`src/oc_pkg.sv`:
```
// Purpose: Shared constants and types for the over-current fault response sequencer
// Assumes: One 100 MHz clock; the action byte is written through a plain byte write port
// Notes:   Field positions follow the action byte layout
// Contract
// Code 10 keeps running current limited for the programmed delay.
// Code 10 still limiting when delay ends shuts down, then applies retry policy.
// Code 11 shuts output down at once, then applies retry policy.
// Three-bit retry field sets how many restart attempts follow a shutdown.
// Retry field zero means no restart; output stays off until fault cleared.
// Retry values one to four give that many attempts, then latch off.
// Retry field all ones restarts without limit.
// Attempt start-to-start interval is delay count times the time unit; the code takes one clock more.
// Fault during an attempt fails it; attempt count reloads per fault sequence.
// Every code sets the over-current status flag and notifies the host.
// Code 00 current limits forever and never shuts down.
// Code 01 limits while voltage above threshold; below it shuts down and retries.
// Delay field n selects two to the n time units, one to 128.
`default_nettype none
package oc_pkg;
  // ==========================================================================
  // Action byte layout
  localparam int ACTION_W   = 8;
  localparam int RESP_MSB   = 7;
  localparam int RESP_LSB   = 6;
  localparam int RETRY_MSB  = 5;
  localparam int RETRY_LSB  = 3;
  localparam int DELAY_MSB  = 2;
  localparam int DELAY_LSB  = 0;
  localparam int RETRY_W    = RETRY_MSB - RETRY_LSB + 1;
  localparam int DELAY_W    = DELAY_MSB - DELAY_LSB + 1;
  localparam logic [ACTION_W-1:0] ACTION_RESET = 8'hc0;

  // ==========================================================================
  // Encodings
  localparam logic [1:0] RESP_IGNORE  = 2'h0;
  localparam logic [1:0] RESP_COND_CC = 2'h1;
  localparam logic [1:0] RESP_DELAY   = 2'h2;
  localparam logic [1:0] RESP_DISABLE = 2'h3;
  localparam logic [RETRY_W-1:0] RETRY_NONE    = 3'h0;
  localparam logic [RETRY_W-1:0] RETRY_FOREVER = 3'h7;

  // ==========================================================================
  // Time base: unit length in clock cycles, unit multiplier up to 128
  localparam int UNIT_W  = 16;
  localparam int UNITS_W = 8;

  typedef enum logic [2:0] {
    ST_RUN,
    ST_LIMIT,
    ST_WAIT,
    ST_RETRY,
    ST_LATCHED
  } seq_state_e;
endpackage
`default_nettype wire

```
`src/timer_if.sv`:
```
// Purpose: Carries delay-timer requests between sequencer and timer
// Assumes: Single clock domain
// Notes:   done is a one-cycle pulse
`timescale 1ns/1ps
`default_nettype none
interface timer_if;
  import oc_pkg::*;
  logic                start;
  logic [DELAY_W-1:0]  delay_code;
  logic [UNIT_W-1:0]   unit_cycles;
  logic                done;
  modport ctrl (output start, output delay_code, output unit_cycles, input done);
  modport tmr  (input start, input delay_code, input unit_cycles, output done);
endinterface
`default_nettype wire

```
`src/delay_unit_timer.sv`:
```
// Purpose: Counts two-to-the-n time units after a start pulse
// Assumes: unit_cycles of zero is treated as one cycle
// Notes:   A new start restarts the count; done pulses once per count that runs to the end, none for a restarted one
`timescale 1ns/1ps
`default_nettype none
module delay_unit_timer (
  input  wire logic clk,
  input  wire logic rst_b,
  timer_if.tmr      tif
);
  import oc_pkg::*;

  typedef struct packed {
    logic               active;
    logic               done;
    logic [UNIT_W-1:0]  div;
    logic [UNITS_W-1:0] units;
  } tmr_s;

  localparam tmr_s TMR_RESET = '{active: 1'b0, done: 1'b0, div: '0, units: '0};

  tmr_s              q;
  tmr_s              d;
  logic [UNIT_W-1:0] reload;

  // ==========================================================================
  // Unit divider and unit counter
  always_comb begin
    reload = (tif.unit_cycles == '0) ? '0 : tif.unit_cycles - UNIT_W'(1);
    d      = q;
    d.done = 1'b0;
    if (tif.start) begin
      d.active = 1'b1;
      d.div    = reload;
      d.units  = UNITS_W'(1) << tif.delay_code;
    end else if (q.active) begin
      if (q.div == '0) begin
        d.div = reload;
        if (q.units == UNITS_W'(1)) begin
          d.active = 1'b0;
          d.done   = 1'b1;
        end else begin
          d.units = q.units - UNITS_W'(1);
        end
      end else begin
        d.div = q.div - UNIT_W'(1);
      end
    end
  end

  always_ff @(posedge clk or negedge rst_b) begin
    if (!rst_b) begin
      q <= TMR_RESET;
    end else begin
      q <= d;
    end
  end

  assign tif.done = q.done;
endmodule
`default_nettype wire

```
`src/overcurrent_fault_retry_sequencer.sv`:
```
// Purpose: Over-current fault response and restart-retry sequencer
// Assumes: Fault and voltage inputs are synchronous; time unit comes from elsewhere
// Notes:   Output enable and limit indication decode the registered state
`timescale 1ns/1ps
`default_nettype none
module overcurrent_fault_retry_sequencer (
  input  wire logic                          clk,
  input  wire logic                          rst_b,
  input  wire logic                          cfg_wr_en,
  input  wire logic [oc_pkg::ACTION_W-1:0]   cfg_wr_data,
  output logic      [oc_pkg::ACTION_W-1:0]   cfg_rd_data,
  input  wire logic [oc_pkg::UNIT_W-1:0]     time_unit_cycles,
  input  wire logic                          oc_fault,
  input  wire logic                          vout_below_lv,
  input  wire logic                          fault_clear,
  output logic                               output_enable,
  output logic                               current_limit_active,
  output logic                               oc_fault_flag,
  output logic                               host_alert,
  output logic      [oc_pkg::RETRY_W-1:0]    retries_left
);
  import oc_pkg::*;

  typedef struct packed {
    seq_state_e          st;
    logic [RETRY_W-1:0]  remaining;
    logic                flag;
    logic [ACTION_W-1:0] cfg;
  } seq_s;

  localparam seq_s SEQ_RESET = '{st: ST_RUN, remaining: '0, flag: 1'b0, cfg: ACTION_RESET};

  seq_s               q;
  seq_s               d;
  logic               start_c;
  logic               go_off;
  logic [1:0]         resp;
  logic [RETRY_W-1:0] retry;

  timer_if tif ();

  delay_unit_timer u_timer (
    .clk   (clk),
    .rst_b (rst_b),
    .tif   (tif)
  );

  assign resp            = q.cfg[RESP_MSB:RESP_LSB];
  assign retry           = q.cfg[RETRY_MSB:RETRY_LSB];
  assign tif.start       = start_c;
  assign tif.delay_code  = q.cfg[DELAY_MSB:DELAY_LSB];
  assign tif.unit_cycles = time_unit_cycles;

  // ==========================================================================
  // Sequencer
  always_comb begin
    d       = q;
    start_c = 1'b0;
    go_off  = 1'b0;
    if (cfg_wr_en) begin
      d.cfg = cfg_wr_data;
    end
    // Set beats clear so a fault landing on the clear cycle in ST_RUN is not lost
    if (fault_clear) begin
      d.flag = 1'b0;
    end
    if (oc_fault && q.st == ST_RUN) begin
      d.flag = 1'b1;
    end
    case (q.st)
      ST_RUN: begin
        if (oc_fault) begin
          d.remaining = retry;
          if (resp == RESP_DISABLE) begin
            go_off = 1'b1;
          end else begin
            d.st    = ST_LIMIT;
            start_c = (resp == RESP_DELAY);
          end
        end
      end
      ST_LIMIT: begin
        if (!oc_fault) begin
          d.st = ST_RUN;
        end else if (resp == RESP_COND_CC && vout_below_lv) begin
          go_off = 1'b1;
        end else if (resp == RESP_DELAY && tif.done) begin
          go_off = 1'b1;
        end
      end
      ST_WAIT: begin
        if (tif.done) begin
          d.st    = ST_RETRY;
          start_c = 1'b1;
          if (retry != RETRY_FOREVER) begin
            d.remaining = q.remaining - RETRY_W'(1);
          end
        end
      end
      ST_RETRY: begin
        if (oc_fault) begin
          if (q.remaining == RETRY_NONE && retry != RETRY_FOREVER) begin
            d.st = ST_LATCHED;
          end else begin
            d.st    = ST_WAIT;
            start_c = tif.done;
          end
        end else if (tif.done) begin
          d.st = ST_RUN;
        end
      end
      ST_LATCHED: begin
        if (fault_clear) begin
          d.st = ST_RUN;
        end
      end
      default: begin
        d.st = ST_LATCHED;
      end
    endcase
    if (go_off) begin
      if (retry == RETRY_NONE) begin
        d.st = ST_LATCHED;
      end else begin
        // Off interval counts before the first attempt too
        d.st    = ST_WAIT;
        start_c = 1'b1;
      end
    end
  end

  always_ff @(posedge clk or negedge rst_b) begin
    if (!rst_b) begin
      q <= SEQ_RESET;
    end else begin
      q <= d;
    end
  end

  assign output_enable        = (q.st == ST_RUN) || (q.st == ST_LIMIT) || (q.st == ST_RETRY);
  assign current_limit_active = (q.st == ST_LIMIT);
  assign oc_fault_flag        = q.flag;
  assign host_alert           = q.flag;
  assign retries_left         = q.remaining;
  assign cfg_rd_data          = q.cfg;
endmodule
`default_nettype wire

```
`config.mk`:
```
export PLATFORM = sky130hd
export DESIGN_NAME = overcurrent_fault_retry_sequencer
export DESIGN_NICKNAME = d
export VERILOG_FILES = /design/src/oc_pkg.sv /design/src/timer_if.sv /design/src/delay_unit_timer.sv /design/src/overcurrent_fault_retry_sequencer.sv
export SDC_FILE = /design/constraint.sdc
export NUM_CORES = 1
export LEC_CHECK = 0
export BUFFER_PORTS_ARGS = -buffer_cell sky130_fd_sc_hd__buf_2
export CORE_ASPECT_RATIO = 1.5
export CORE_MARGIN = 3
export CORE_UTILIZATION = 35
export DETAILED_ROUTE_END_ITERATION = 8
export PLACE_DENSITY = 0.59
export SYNTH_ARGS = -nofsm -noshare
export SYNTH_HDL_FRONTEND = slang
export SYNTH_SLANG_ARGS = --single-unit
```
`constraint.sdc`:
```
create_clock -name clk -period 1.99 [get_ports clk]
set_input_delay 0.199 -clock clk [delete_from_list [all_inputs] [get_ports clk]]
set_output_delay 0.199 -clock clk [all_outputs]
set_load 0.1 [all_outputs]
```
; Word level (Yosys, flattened, before mapping)
; Cells that the tools add are included.
[word_totals]
reg_bits = 41
latchBits = 0
mem_bits_rw = 0
mem_bits_ro = 0
input_bits = 30
output_inout_bits = 15
word_cells = 89
mem_count = 0
[classes]
add_sub_neg = 4
multipliers = 0
div_mod_pow = 0
magnitude_cmp = 0
n_eq_ne = 19
shifts = 1
n_mux = 39
bitwise = 0
reduce_logical = 18
[ops]
columns = op, count
row1 = $logic_not A16 Y1, 2
row2 = $mux W16, 2
row3 = $sub A16 B1 Y16 const B, 2
row4 = $mux W3, 9
row5 = $mux W26, 1
row6 = $mux W24, 1
row7 = $mux W1, 16
row8 = $mux W8, 2
row9 = $pmux W3 S5, 1
row10 = $mux W6, 2
row11 = $ne A3 B3 Y1 const B, 4
row12 = $logic_not A3 Y1, 3
row13 = $eq A8 B1 Y1 const B, 1
row14 = $reduce_bool A2 Y1, 4
row15 = $shl A1 B3 Y8 const A, 1
row16 = $sub A8 B1 Y8 const B, 1
row17 = $eq A3 B2 Y1 const B, 2
row18 = $ne A2 B2 Y1 const B, 3
row19 = $ne A3 B2 Y1 const B, 2
row20 = $pmux W3 S2, 1
row21 = $reduce_and A6 Y1, 1
row22 = $eq A2 B2 Y1 const B, 2
row23 = $logic_and A1 B1 Y1, 4
row24 = $mux W2, 2
row25 = other kinds (11), 12

; Depth between registers and ports, before layout
; Gate-level depths: netlist of run 1.
[depth]
depth_word = 9
mapped_depth = 8
depth_no_buf = 7

; Cells and area by module
; A second synthesis of run 1 with hierarchy kept.
[unflattened]
cells_unflattened = 336
hier_area_um2 = 2975.4
[by_module_without_submodules]
columns = mod, n_inst, cells_each, area_per_inst_um2, seq_area_each_um2
row1 = delay_unit_timer, 1, 235, 2009.4, 650.6
row2 = overcurrent_fault_retry_sequencer, 1, 101, 965.9, 377.9

; Least setup slack after synthesis of run 1
; OpenSTA, ideal clock, no wires.
[synth_path]
path_type = reg2out
startpoint = register q[13] (netlist name)
endpoint = output current_limit_active
arrival_time_ps = 2037
required_ps = 1791
path_slack_ps = -246
path_stages_with_launch = 4
path_buffers = 1
path_cell_list = dfrtp_1 > buf_2 > or2_2 > nor2_1
[synth_via]
elab_chain_cells = 1
[synth_lines]
columns = item, line_no
row1 = start: declaration, overcurrent_fault_retry_sequencer.sv:33  ; seq_s q;
row2 = start signal: assignment, overcurrent_fault_retry_sequencer.sv:134  ; q <= SEQ_RESET;
row3 = start signal: assignment, overcurrent_fault_retry_sequencer.sv:136  ; q <= d;
row4 = $eq A3 B1 Y1, overcurrent_fault_retry_sequencer.sv:141  ; assign current_limit_active = (q.st == ST_LIMIT);
row5 = end: declaration, overcurrent_fault_retry_sequencer.sv:17  ; output logic current_limit_active,
; Every way passes these cells.

; Final worst setup path of run 1
[layout_path]
startpoint = register u_timer.q[21] (netlist name)
endpoint = register u_timer.q[9] (netlist name)
[layout_via]
elab_chain_cells = 4
[layout_lines]
columns = item, line_no
row1 = start: declaration, delay_unit_timer.sv:22  ; tmr_s q;
row2 = start signal: assignment, delay_unit_timer.sv:53  ; q <= TMR_RESET;
row3 = start signal: assignment, delay_unit_timer.sv:55  ; q <= d;
row4 = $logic_not A16 Y1, delay_unit_timer.sv:37  ; if (q.div == '0) begin
row5 = $mux W16, delay_unit_timer.sv:37
row6 = $mux W26, delay_unit_timer.sv:36  ; end else if (q.active) begin
row7 = $mux W24, delay_unit_timer.sv:32  ; if (tif.start) begin
; Every way passes these cells. The select of a mux whose other input is x is not followed.
; A chain may end at the register's enable or synchronous reset.

==> run summary, run 1 <==
P_leak - 0.00182 uW
Worst path most repeated cell - nor2_4
CP max FO - 7
Final Hold Viols - 0
initial antenna violation count - 0
die height - 122 um
Post-route DRC - 0
cells along the critical path - or3_4 -> or4_4 -> buf_12 -> nor2_4 -> buf_8 -> nor2_4 -> a311oi_2
share of cells above drive strength 1 - 38.3%
hold depth - 2
Power Density - 1240 nW/um^2
routed len/inst - 16.4 um
Tot GR Track Use - 17.9%
ys flop type - dfrtp_1
core area - 8570 um^2
Layout Nets - 489
max-slew violation count - 0
pin count of the biggest net entering global routing - 23
I/O pin total - 45
RSZ-0062 raised after global routing - yes
WHS Endpoint - host_alert$_DFFE_PN0P_
total die area - 10100 um^2
n_diodes - 0
xor-xnor portion of the synthesized cell area - 4.77%
setup ws final - -0.135 ns
FF-to-FF path depth - 7
Final Util - 50.9%
First-pass DRT Iterations - 5
Area Growth Syn to Fin - 39.6%
Setup crit start - u_timer.q[21]$_DFFE_PN0P_
Clock transition at path regs - 0.06 ns
fin crit share - 107%
CTS tree - yes
worst r2r src - u_timer.q[21]$_DFFE_PN0P_
Avg Cell Area, Syn - 8.68 um^2
Arr. time, crit path - 2.31 ns
Syn Inst Count - 360
largest family of logic cells by synthesized area - simple AND/OR/NAND/NOR gates
Port Buffers - 44
Worst EP required - 2.18 ns
Worst-Margin Slew - 0.524 ns
Period minus WS final - 2.13 ns
number of flops mapped to enable cells by yosys - 0
mux contribution to synthesized area - 3.80%
CTS H-tree depth - 2
gr ovfl total - 0
path length in cells of the critical path - 7
Critical Path Max Stage Delay - 0.57 ns
CP startpoint kind - register
first-pass GRT wire length - 15.1 mm
HP Class - input pin to register
synth top area cells - dfrtp_1 (31%), xnor2_1 (3.9%), nand2_1 (3.7%), ha_1 (3.2%), nor2_1 (3.1%)
# rows - 41
fmax - 0.471 GHz
critical path's top delay family - simple AND/OR/NAND/NOR gates
root buffer cell - clkbuf_16
maximum VDD drop - 958 uV
CP bufs+invs - 2
post-route cell area - 4360 um^2
Critical R2R Capture - u_timer.q[9]$_DFFE_PN0P_
Synth Area in Compound Gates - 19.6%
Placed Area - 3800 um^2
Distinct cells, synth - 65
number of global-route vias before repair - 3210
Design Power - 5400 uW
Fin Clk Skew - 0.00281 ns
hold_sp - fault_clear
Seq/Total Area, Yosys - 32.9%
post-synthesis instance area - 3120 um^2
RePlAce Congestion - 0.842
Syn Nets - 398
Final setup viols - 16
Synth top area share - 31.2%
Detailed Route WL - 9.16 mm
max_cap viols - 0
worst reg2reg setup slack - -0.14 ns
CP Capture Type - register
DRT iter0 DRCs - 156
worst-skew pair later-pin latency - 0.28 ns
#FFs+latches synth - 41
Max transition margin - 64.8%
Async SR Flop Fraction - 100%
Crit-path slowest cell - or4_4
vias per cell - 5.66
Synth area leader - dfrtp_1
clk sinks - 41
critical path class - register to register
Die Width - 83.1 um
worst-case clock buffer depth - 2
total CTS buffers - 5
failing checks - setup timing
Syn. warnings - 0
status - finished with violations
adder-cell share of the synthesized area - 3.20%
Final ANT Viol Nets - 0
via count - 3165
post-DP HPWL - 6.68 mm
Starting Density - 36.5%
simple-gate share of the synthesized area - 27.8%
[power breakdown]
part / switching [uW] / internal, uW / leakage (uW)
clock: 330 / 626 / 0.0000831
sequential: 351 / 1150 / 0.000487
combinational: 1770 / 1170 / 0.00124
[synth_stat cells, types with 3 or more instances]
library cell  count
dfrtp_1          39
nand2_1          31
nor2_1           26
inv_1            18
a21oi_1          14
xnor2_1          14
buf_4            12
o21ai_0          12
clkbuf_1         10
nor3_1           10
nor4_1           10
nand3_1           9
o21ai_1           9
ha_1              8
a22oi_1           7
mux2_2            7
nand4b_1          6
or3_1             6
buf_2             5
nor3b_1           5
o22ai_1           5
or4_1             5
a32oi_1           4
a41oi_1           4
mux2i_1           4
nand3b_1          4
nor3_2            4
o211ai_1          4
o31a_1            4
a211oi_1          3
a311oi_1          3
a31oi_1           3
and2_1            3
nand2b_1          3
nor2b_1           3
o31ai_1           3
xor2_1            3
[logic make-up (layout without fill, tap and decap cells)]
kind of cell    count (synthesis)  in the layout
buf+inv                        48            139
flops                          41             41
xor+xnor                       17             17
mux                            11             11
fa+ha+maj                       8              8
compound gates                 88             88
simple gates                  147            148
[per-stage QoR]
step | setup WS [ns] | TNS [ns] | hold WS [ns] | cells
floorplan | -0.246 | -0.574 | -0.0966 | 360
global placement | -0.0720 | -0.381 | 0.191 | 539
detailed placement | -0.140 | -1.50 | 0.198 | 539
CTS | -0.0609 | -0.194 | 0.132 | 551
global route | -0.185 | -2.47 | 0.144 | 559
finish | -0.135 | -0.921 | 0.135 | 559
[sequential cells by signal, indices dropped and copies added, names as in the netlist]
signal            count
u_timer.q            25
cfg_rd_data           8
q                     3
retries_left          3
host_alert            1
u_timer.tif.done      1
[final cells by class]
type / count / area [um^2]
clock inverters: 2 / 37.5
fillers: 784 / 4200
inverters: 18 / 67.6
multi-input cells: 272 / 2100
well taps: 107 / 134
clock buffers: 6 / 139
flip-flops and latches: 41 / 1030
repair buffers: 113 / 852
[worst max path at each step]
stage | endpoint | slack, ns
2_1_floorplan | current_limit_active | -0.25
3_3_place_gp | u_timer.q[20]$_DFFE_PN0P_ | -0.07
3_5_place_dp | u_timer.q[9]$_DFFE_PN0P_ | -0.14
4_1_cts | u_timer.q[2]$_DFFE_PN0P_ | -0.06
5_1_grt | u_timer.q[9]$_DFFE_PN0P_ | -0.19
6_report | u_timer.q[9]$_DFFE_PN0P_ | -0.14
[metal layers]
| layer | up-vias | wire [um] | part of all wire [%] | global-route usage (%) |
|---|---|---|---|---|
| met3 | 13 | 275 | 3.0 | 2.10 |
| li1 | 1518 | - | - | - |
| met5 | - | 0 | 0 | 0 |
| met2 | 82 | 5100 | 56 | 34.1 |
| met4 | 0 | 209 | 2.3 | 7.77 |
| met1 | 1552 | 3570 | 39 | 19.9 |
[placed cells by master (no fill, tap or decap), drive strengths merged, types with 4 or more instances in the layout]
cell type  count
a21oi         15
a22oi          7
a32oi          4
a41oi          4
buf          111
clkbuf         7
dfrtp         39
ha             8
inv           18
mux2           7
mux2i          4
nand2         31
nand3          9
nand3b         4
nand4b         6
nor2          27
nor3          14
nor3b          5
nor4          13
o211ai         4
o21ai         21
o22ai          5
o31a           4
or3            7
or4            7
xnor2         14
[worst reg2reg max path, stage by stage (launching register included)]
cell	delay, ns
dfrtp_1	0.38
or3_4	0.40
or4_4	0.57
buf_12	0.17
nor2_4	0.08
buf_8	0.15
nor2_4	0.04
a311oi_2	0.25
[timing repair]
action / in CTS / in global routing
hold buffers: 1 / 0
pin swaps: 9 / 20
setup endpoints to repair: 20 / 24
endpoints found under the hold margin: 19 / 0
cloned: 1 / 1
buffers inserted: 2 / 7
resized for setup: 17 / 31
No activity file was read; power rests on OpenSTA's default activity.
==> run 2: changes to the inputs <==
--- a/config.mk
+++ b/config.mk
@@ -8,9 +8,9 @@
 export BUFFER_PORTS_ARGS = -buffer_cell sky130_fd_sc_hd__buf_2
 export CORE_ASPECT_RATIO = 1.5
 export CORE_MARGIN = 3
-export CORE_UTILIZATION = 35
+export CORE_UTILIZATION = 40
 export DETAILED_ROUTE_END_ITERATION = 8
-export PLACE_DENSITY = 0.59
+export PLACE_DENSITY = 0.63
 export SYNTH_ARGS = -nofsm -noshare
 export SYNTH_HDL_FRONTEND = slang
 export SYNTH_SLANG_ARGS = --single-unit
==> constraint.sdc (replaced) <==
create_clock -name clk -period 2.45 [get_ports clk]
set_input_delay 0.245 -clock clk [delete_from_list [all_inputs] [get_ports clk]]
set_output_delay 0.245 -clock clk [all_outputs]
set_load 0.1 [all_outputs]
==> run summary, run 2 (synthesized netlist as in run 1, its figures left out) <==
Power Density - 993 nW/um^2 (-20%)
Arr. time, crit path - 2.52 ns (+0.21 ns)
post-DP HPWL - 5.71 mm (-15%)
maximum VDD drop - 442 uV (-54%)
first-pass GRT wire length - 12.6 mm (-16%)
initial antenna violation count - 0 (unchanged)
max-slew violation count - 0 (unchanged)
Final ANT Viol Nets - 0 (unchanged)
Int Power - 1800 uW (-39%)
Fillers - 733 (-6.5%)
setup TNS - 0 ns (+0.921 ns)
routed len/inst - 14.9 um (-8.9%)
fin crit share - 93.8% (-13 points)
CP max FO - 18 (+11)
DRT iter0 DRCs - 148 (-5.1%)
n_diodes - 0 (unchanged)
clk sinks - 41 (unchanged)
pin count of the biggest net entering global routing - 42 (+83%)
Layout Nets - 439 (-10%)
via count - 2868 (-9.4%)
switching power - 1720 uW (-30%)
Worst EP required - 2.67 ns (+0.49 ns)
Post-CTS Resized - 0 (-17)
die height - 114 um (-6.1%)
CTS tree - yes
Largest register FFs - 25 (unchanged)
worst-case clock buffer depth - 2 (unchanged)
Area Growth Syn to Fin - 13.5%
leading cell type in the layout, fill and taps excluded - buf_2
gr ovfl total - 0 (unchanged)
P_leak - 0.00146 uW (-19%)
root buffer cell - clkbuf_8
share of cells above drive strength 1 - 24.2% (-14 points)
part of the power in registers - 35.3% (+7.5 points)
Sw Ratio - 48.8% (+3.3 points)
core area - 7420 um^2 (-13%)
Clk pwr share - 12.8% (-4.9 points)
Final Util - 47.8% (-3.1 points)
Final setup viols - 0 (-16)
# rows - 38 (-7.3%)
total CTS buffers - 5 (unchanged)
Final Hold Viols - 0 (unchanged)
CP Capture Type - register
Largest Register - u_timer.q
Period minus WS final - 2.30 ns (+0.172 ns)
First-pass DRT Iterations - 5 (unchanged)
Port Buffers - 44 (unchanged)
CP startpoint kind - register
fmax - 0.435 GHz (-7.5%)
Detailed Route WL - 7.47 mm (-18%)
max_cap viols - 0 (unchanged)
vias per cell - 5.72 (+1.1%)
total die area - 8930 um^2 (-12%)
cts hold-fix bufs - 0 (-1)
Post-route DRC - 0 (unchanged)
RePlAce Congestion - 0.889 (+5.6%)
Fin Clk Skew - 0.00293 ns (+0.000121 ns)
Clock transition at path regs - 0.08 ns (+0.02 ns)
Max transition margin - 40.1% (-25 points)
HP Class - input pin to async pin
critical path class - register to register
Tot GR Track Use - 17.3% (-0.67 points)
Worst-Margin Slew - 0.899 ns (+0.375 ns)
status - finished clean
Starting Density - 42.1% (+5.7 points)
worst-skew pair later-pin latency - 0.29 ns (about the same)
Die Width - 78.2 um (-6.0%)
CTS H-tree depth - 2 (unchanged)
most frequent cells in the layout - buf_2 (44), dfrtp_1 (39), nand2_1 (31)
number of global-route vias before repair - 2761 (-14%)
Design Power - 3520 uW (-35%)
combinational share of power - 51.9% (-2.6 points)
post-CTS setup buffers - 0 (-2)
RSZ-0062 raised after global routing - no
I/O pin total - 45 (unchanged)
## run 2: through the flow
step | worst slack [ns] | cell area (um^2) | cells | hold slack (ns)
after floorplan | 0.168 | 3120 | 360 | -0.0506
after global placement | 0.124 | 3460 | 494 | 0.440
after detailed placement | 0.0634 | 3460 | 494 | 0.440
after CTS | 0.121 | 3540 | 501 | 0.122
after global routing | 0.00907 | 3540 | 501 | 0.165
final | 0.153 | 3540 | 501 | 0.0704
## run 2: final timing paths
kind | from | end | slack, ns | cells after the start
max reg2reg | q[14]$_DFFE_PN0P_ | u_timer.q[13]$_DFFE_PN0P_ | 0.15 | 7
max in group asynchronous | rst_b | u_timer.q[18]$_DFFE_PN0P_ | 1.81 | 1
min | rst_b | q[14]$_DFFE_PN0P_ | 0.07 | 1
min reg2reg | host_alert$_DFFE_PN0P_ | host_alert$_DFFE_PN0P_ | 0.54 | 2
max | q[14]$_DFFE_PN0P_ | u_timer.q[13]$_DFFE_PN0P_ | 0.15 | 7
min in group clk | fault_clear | host_alert$_DFFE_PN0P_ | 0.16 | 2
## run 2: cell type report
class                      count  area [um^2]  area share [%]
clock buffer                   7         86.3            2.44
inverter                      18         67.6            1.91
multi-input combinational    271         1850            52.3
tap                          100          125            3.53
timing repair buffer          64          383            10.8
sequential                    41         1030            29.0
## run 2: layer usage
metal / track usage [%] / up-vias / part of all wire (%)
met3: 2.05 / 9 / 3.9
met1: 19.7 / 1370 / 41
met2: 32.6 / 83 / 53
met5: 0 / - / 0
li1: - / 1406 / -
met4: 6.30 / 0 / 1.8
## run 2: power groups by stage
stage               combinational (uW)  sequential, uW  clock, uW
floorplan                         1500            1200          0
global placement                  1800            1240          0
detailed placement                1820            1240          0
CTS                               1830            1240        463
global route                      2000            1290        500
finish                            1820            1240        452
## run 2: worst max-delay path, stage by stage, from the launching register on
cell       delay, ns
dfrtp_1         0.46
or3b_2          0.55
a2111oi_0       0.33
buf_4           0.19
a211o_1         0.29
buf_12          0.19
a311oi_1        0.07
a21oi_1         0.14
==> run 3: changes to the inputs <==
--- a/config.mk
+++ b/config.mk
@@ -6,11 +6,13 @@
 export NUM_CORES = 1
 export LEC_CHECK = 0
 export BUFFER_PORTS_ARGS = -buffer_cell sky130_fd_sc_hd__buf_2
+export CELL_PAD_IN_SITES_DETAIL_PLACEMENT = 0
+export CELL_PAD_IN_SITES_GLOBAL_PLACEMENT = 1
 export CORE_ASPECT_RATIO = 1.5
 export CORE_MARGIN = 3
 export CORE_UTILIZATION = 40
 export DETAILED_ROUTE_END_ITERATION = 8
-export PLACE_DENSITY = 0.63
+export PLACE_DENSITY = 0.79
 export SYNTH_ARGS = -nofsm -noshare
 export SYNTH_HDL_FRONTEND = slang
 export SYNTH_SLANG_ARGS = --single-unit
==> constraint.sdc (replaced) <==
create_clock -name clk -period 2.3 [get_ports clk]
set_input_delay 0.23 -clock clk [delete_from_list [all_inputs] [get_ports clk]]
set_output_delay 0.23 -clock clk [all_outputs]
set_load 0.1 [all_outputs]
==> run summary, run 3 (synthesized netlist as in run 1, its figures left out) <==
Final ANT Viol Nets - 0 (unchanged)
Die Width - 78.2 um (unchanged)
cells along the critical path - or3_4 -> or4_4 -> nor4_4 -> mux2i_1 -> a21o_1
DRT iter0 DRCs - 143 (-3.4%)
P_leak - 0.00151 uW (+3.0%)
n_diodes - 0 (unchanged)
clk sinks - 41 (unchanged)
leading cell type in the layout, fill and taps excluded - buf_2
Largest Register - u_timer.q
Detailed Route WL - 7.76 mm (+3.9%)
CP startpoint kind - register
RSZ-0062 raised after global routing - no
root buffer cell - clkbuf_8
CTS H-tree depth - 2 (unchanged)
HP Class - input pin to async pin
Final Hold Viols - 0 (unchanged)
Int Power - 1980 uW (+9.7%)
share of cells above drive strength 1 - 26.1% (+1.9 points)
part of the power in registers - 33.4% (-1.9 points)
gr ovfl total - 0 (unchanged)
fin crit share - 94.2% (+0.41 points)
max-slew violation count - 0 (unchanged)
Fin Clk Skew - 0.00637 ns (+0.00344 ns)
First-pass DRT Iterations - 4 (-1)
switching power - 1850 uW (+7.7%)
Largest register FFs - 25 (unchanged)
FF-to-FF path depth - 5 (-2)
critical path class - register to register
Critical R2R Capture - u_timer.q[1]$_DFFE_PN0P_
Power Density - 1060 nW/um^2 (+6.5%)
DR WL met3 - 262 um (-9.7%)
M1 WL - 3.12 mm (+1.5%)
status - finished clean
die height - 114 um (unchanged)
Top Layer Used - met4
met2 wire length - 4.31 mm (+8.5%)
worst-case clock buffer depth - 2 (unchanged)
Tot GR Track Use - 18.1% (+0.83 points)
Hold Slack - 0.0676 ns (-0.00278 ns)
Starting Density - 42.1% (unchanged)
via count - 2829 (-1.4%)
Port Buffers - 44 (unchanged)
worst reg2reg setup slack - 0.13 ns (-0.02 ns)
max_cap viols - 0 (unchanged)
Crit-path slowest cell - or4_4
Worst EP required - 2.49 ns (-0.18 ns)
Sw Ratio - 48.3% (-0.47 points)
total die area - 8930 um^2 (unchanged)
most frequent cells in the layout - buf_2 (44), dfrtp_1 (39), nand2_1 (31)
routed len/inst - 15.2 um (+2.1%)
CP max FO - 16 (-2)
pin count of the biggest net entering global routing - 42 (unchanged)
Layout Nets - 448 (+2.1%)
worst r2r src - u_timer.q[16]$_DFFE_PN0P_
setup TNS - 0 ns (unchanged)
vias per cell - 5.55 (-3.1%)
worst-skew pair later-pin latency - 0.29 ns (about the same)
maximum VDD drop - 548 uV (+24%)
fmax - 0.462 GHz (+6.1%)
Final setup viols - 0 (unchanged)
Critical Path Max Stage Delay - 0.64 ns (+0.09 ns)
combinational share of power - 53.9% (+2.0 points)
first-pass GRT wire length - 13.0 mm (+2.7%)
CP Capture Type - register
total CTS buffers - 5 (unchanged)
number of global-route vias before repair - 2680 (-2.9%)
Fillers - 761 (+3.8%)
Area Growth Syn to Fin - 15.8%
RePlAce Congestion - 0.918 (+3.2%)
Non-Filler Instances - 510 (+1.8%)
Period minus WS final - 2.17 ns (-0.131 ns)
initial antenna violation count - 0 (unchanged)
core area - 7420 um^2 (unchanged)
post-DP HPWL - 6.01 mm (+5.3%)
# rows - 38 (unchanged)
Final Util - 48.8% (+0.98 points)
CTS tree - yes
Post-route DRC - 0 (unchanged)
Clock transition at path regs - 0.08 ns (about the same)
placed cells - 503 (+1.8%)
I/O pin total - 45 (unchanged)
Max transition margin - 38.4% (-1.6 points)
Worst-Margin Slew - 0.924 ns (+0.0247 ns)
Clk pwr share - 12.7% (about the same)
Arr. time, crit path - 2.35 ns (-0.17 ns)
Design Power - 3830 uW (+8.7%)
==> run 3: metal layers <==
layer | up-vias | global-route usage [%]
li1 | 1426 | -
met1 | 1334 | 21.0
met2 | 65 | 34.5
met3 | 4 | 2.20
met4 | 0 | 5.02
met5 | - | 0
==> run 3: critical path: cells and delay by family (launching register included) <==
family / cells / cell delay, ns
and+or+nand+nor: 3 / 1.35
muxes: 1 / 0.11
AOI/OAI and AO/OA: 1 / 0.18
DFF: 1 / 0.42
==> run 3: how the worst max path moves through the flow <==
stage                                            to  cells after the start                 startpoint  slack (ns)
after floorplan                current_limit_active                      3          q[13]$_DFFE_PN0P_        0.03
after global placement    u_timer.q[16]$_DFFE_PN0P_                      9        time_unit_cycles[0]        0.11
after detailed placement  u_timer.q[16]$_DFFE_PN0P_                      9        time_unit_cycles[0]        0.09
after CTS                 u_timer.q[19]$_DFFE_PN0P_                      5  u_timer.q[16]$_DFFE_PN0P_        0.12
after global routing       u_timer.q[7]$_DFFE_PN0P_                      7          q[13]$_DFFE_PN0P_       0.004
final                      u_timer.q[1]$_DFFE_PN0P_                      5  u_timer.q[16]$_DFFE_PN0P_        0.13
==> run 3: per-stage QoR <==
stage	setup WS, ns	cell area [um^2]
final	0.134	3620
after detailed placement	0.0870	3530
after global routing	0.00425	3620
after floorplan	0.0335	3120
after global placement	0.109	3530
after CTS	0.118	3610
==> run 3: power by group through the flow <==
stage	logic [uW]	registers, uW	clock network (uW)
finish	2060	1280	485
global route	2260	1320	531
CTS	2070	1270	505
detailed placement	2070	1280	0
global placement	2040	1270	0
floorplan	1600	1270	0
==> run 3: area by class of cell <==
cell class	instances	area [um^2]	share of cell area [%]
Tap cell	100	125	3.46
Sequential cell	41	1030	28.4
Timing Repair Buffer	73	450	12.5
Clock buffer	7	86.3	2.39
Inverter	18	67.6	1.87
Multi-Input combinational cell	271	1860	51.4
==> run 3: timing repair <==
item                                    in CTS  in global routing
endpoints found under the setup margin       0                  5
hold buffers                                 0                  0
gates resized for setup                      0                  1
hold endpoints to repair                     0                  0
buffers inserted                             0                  0
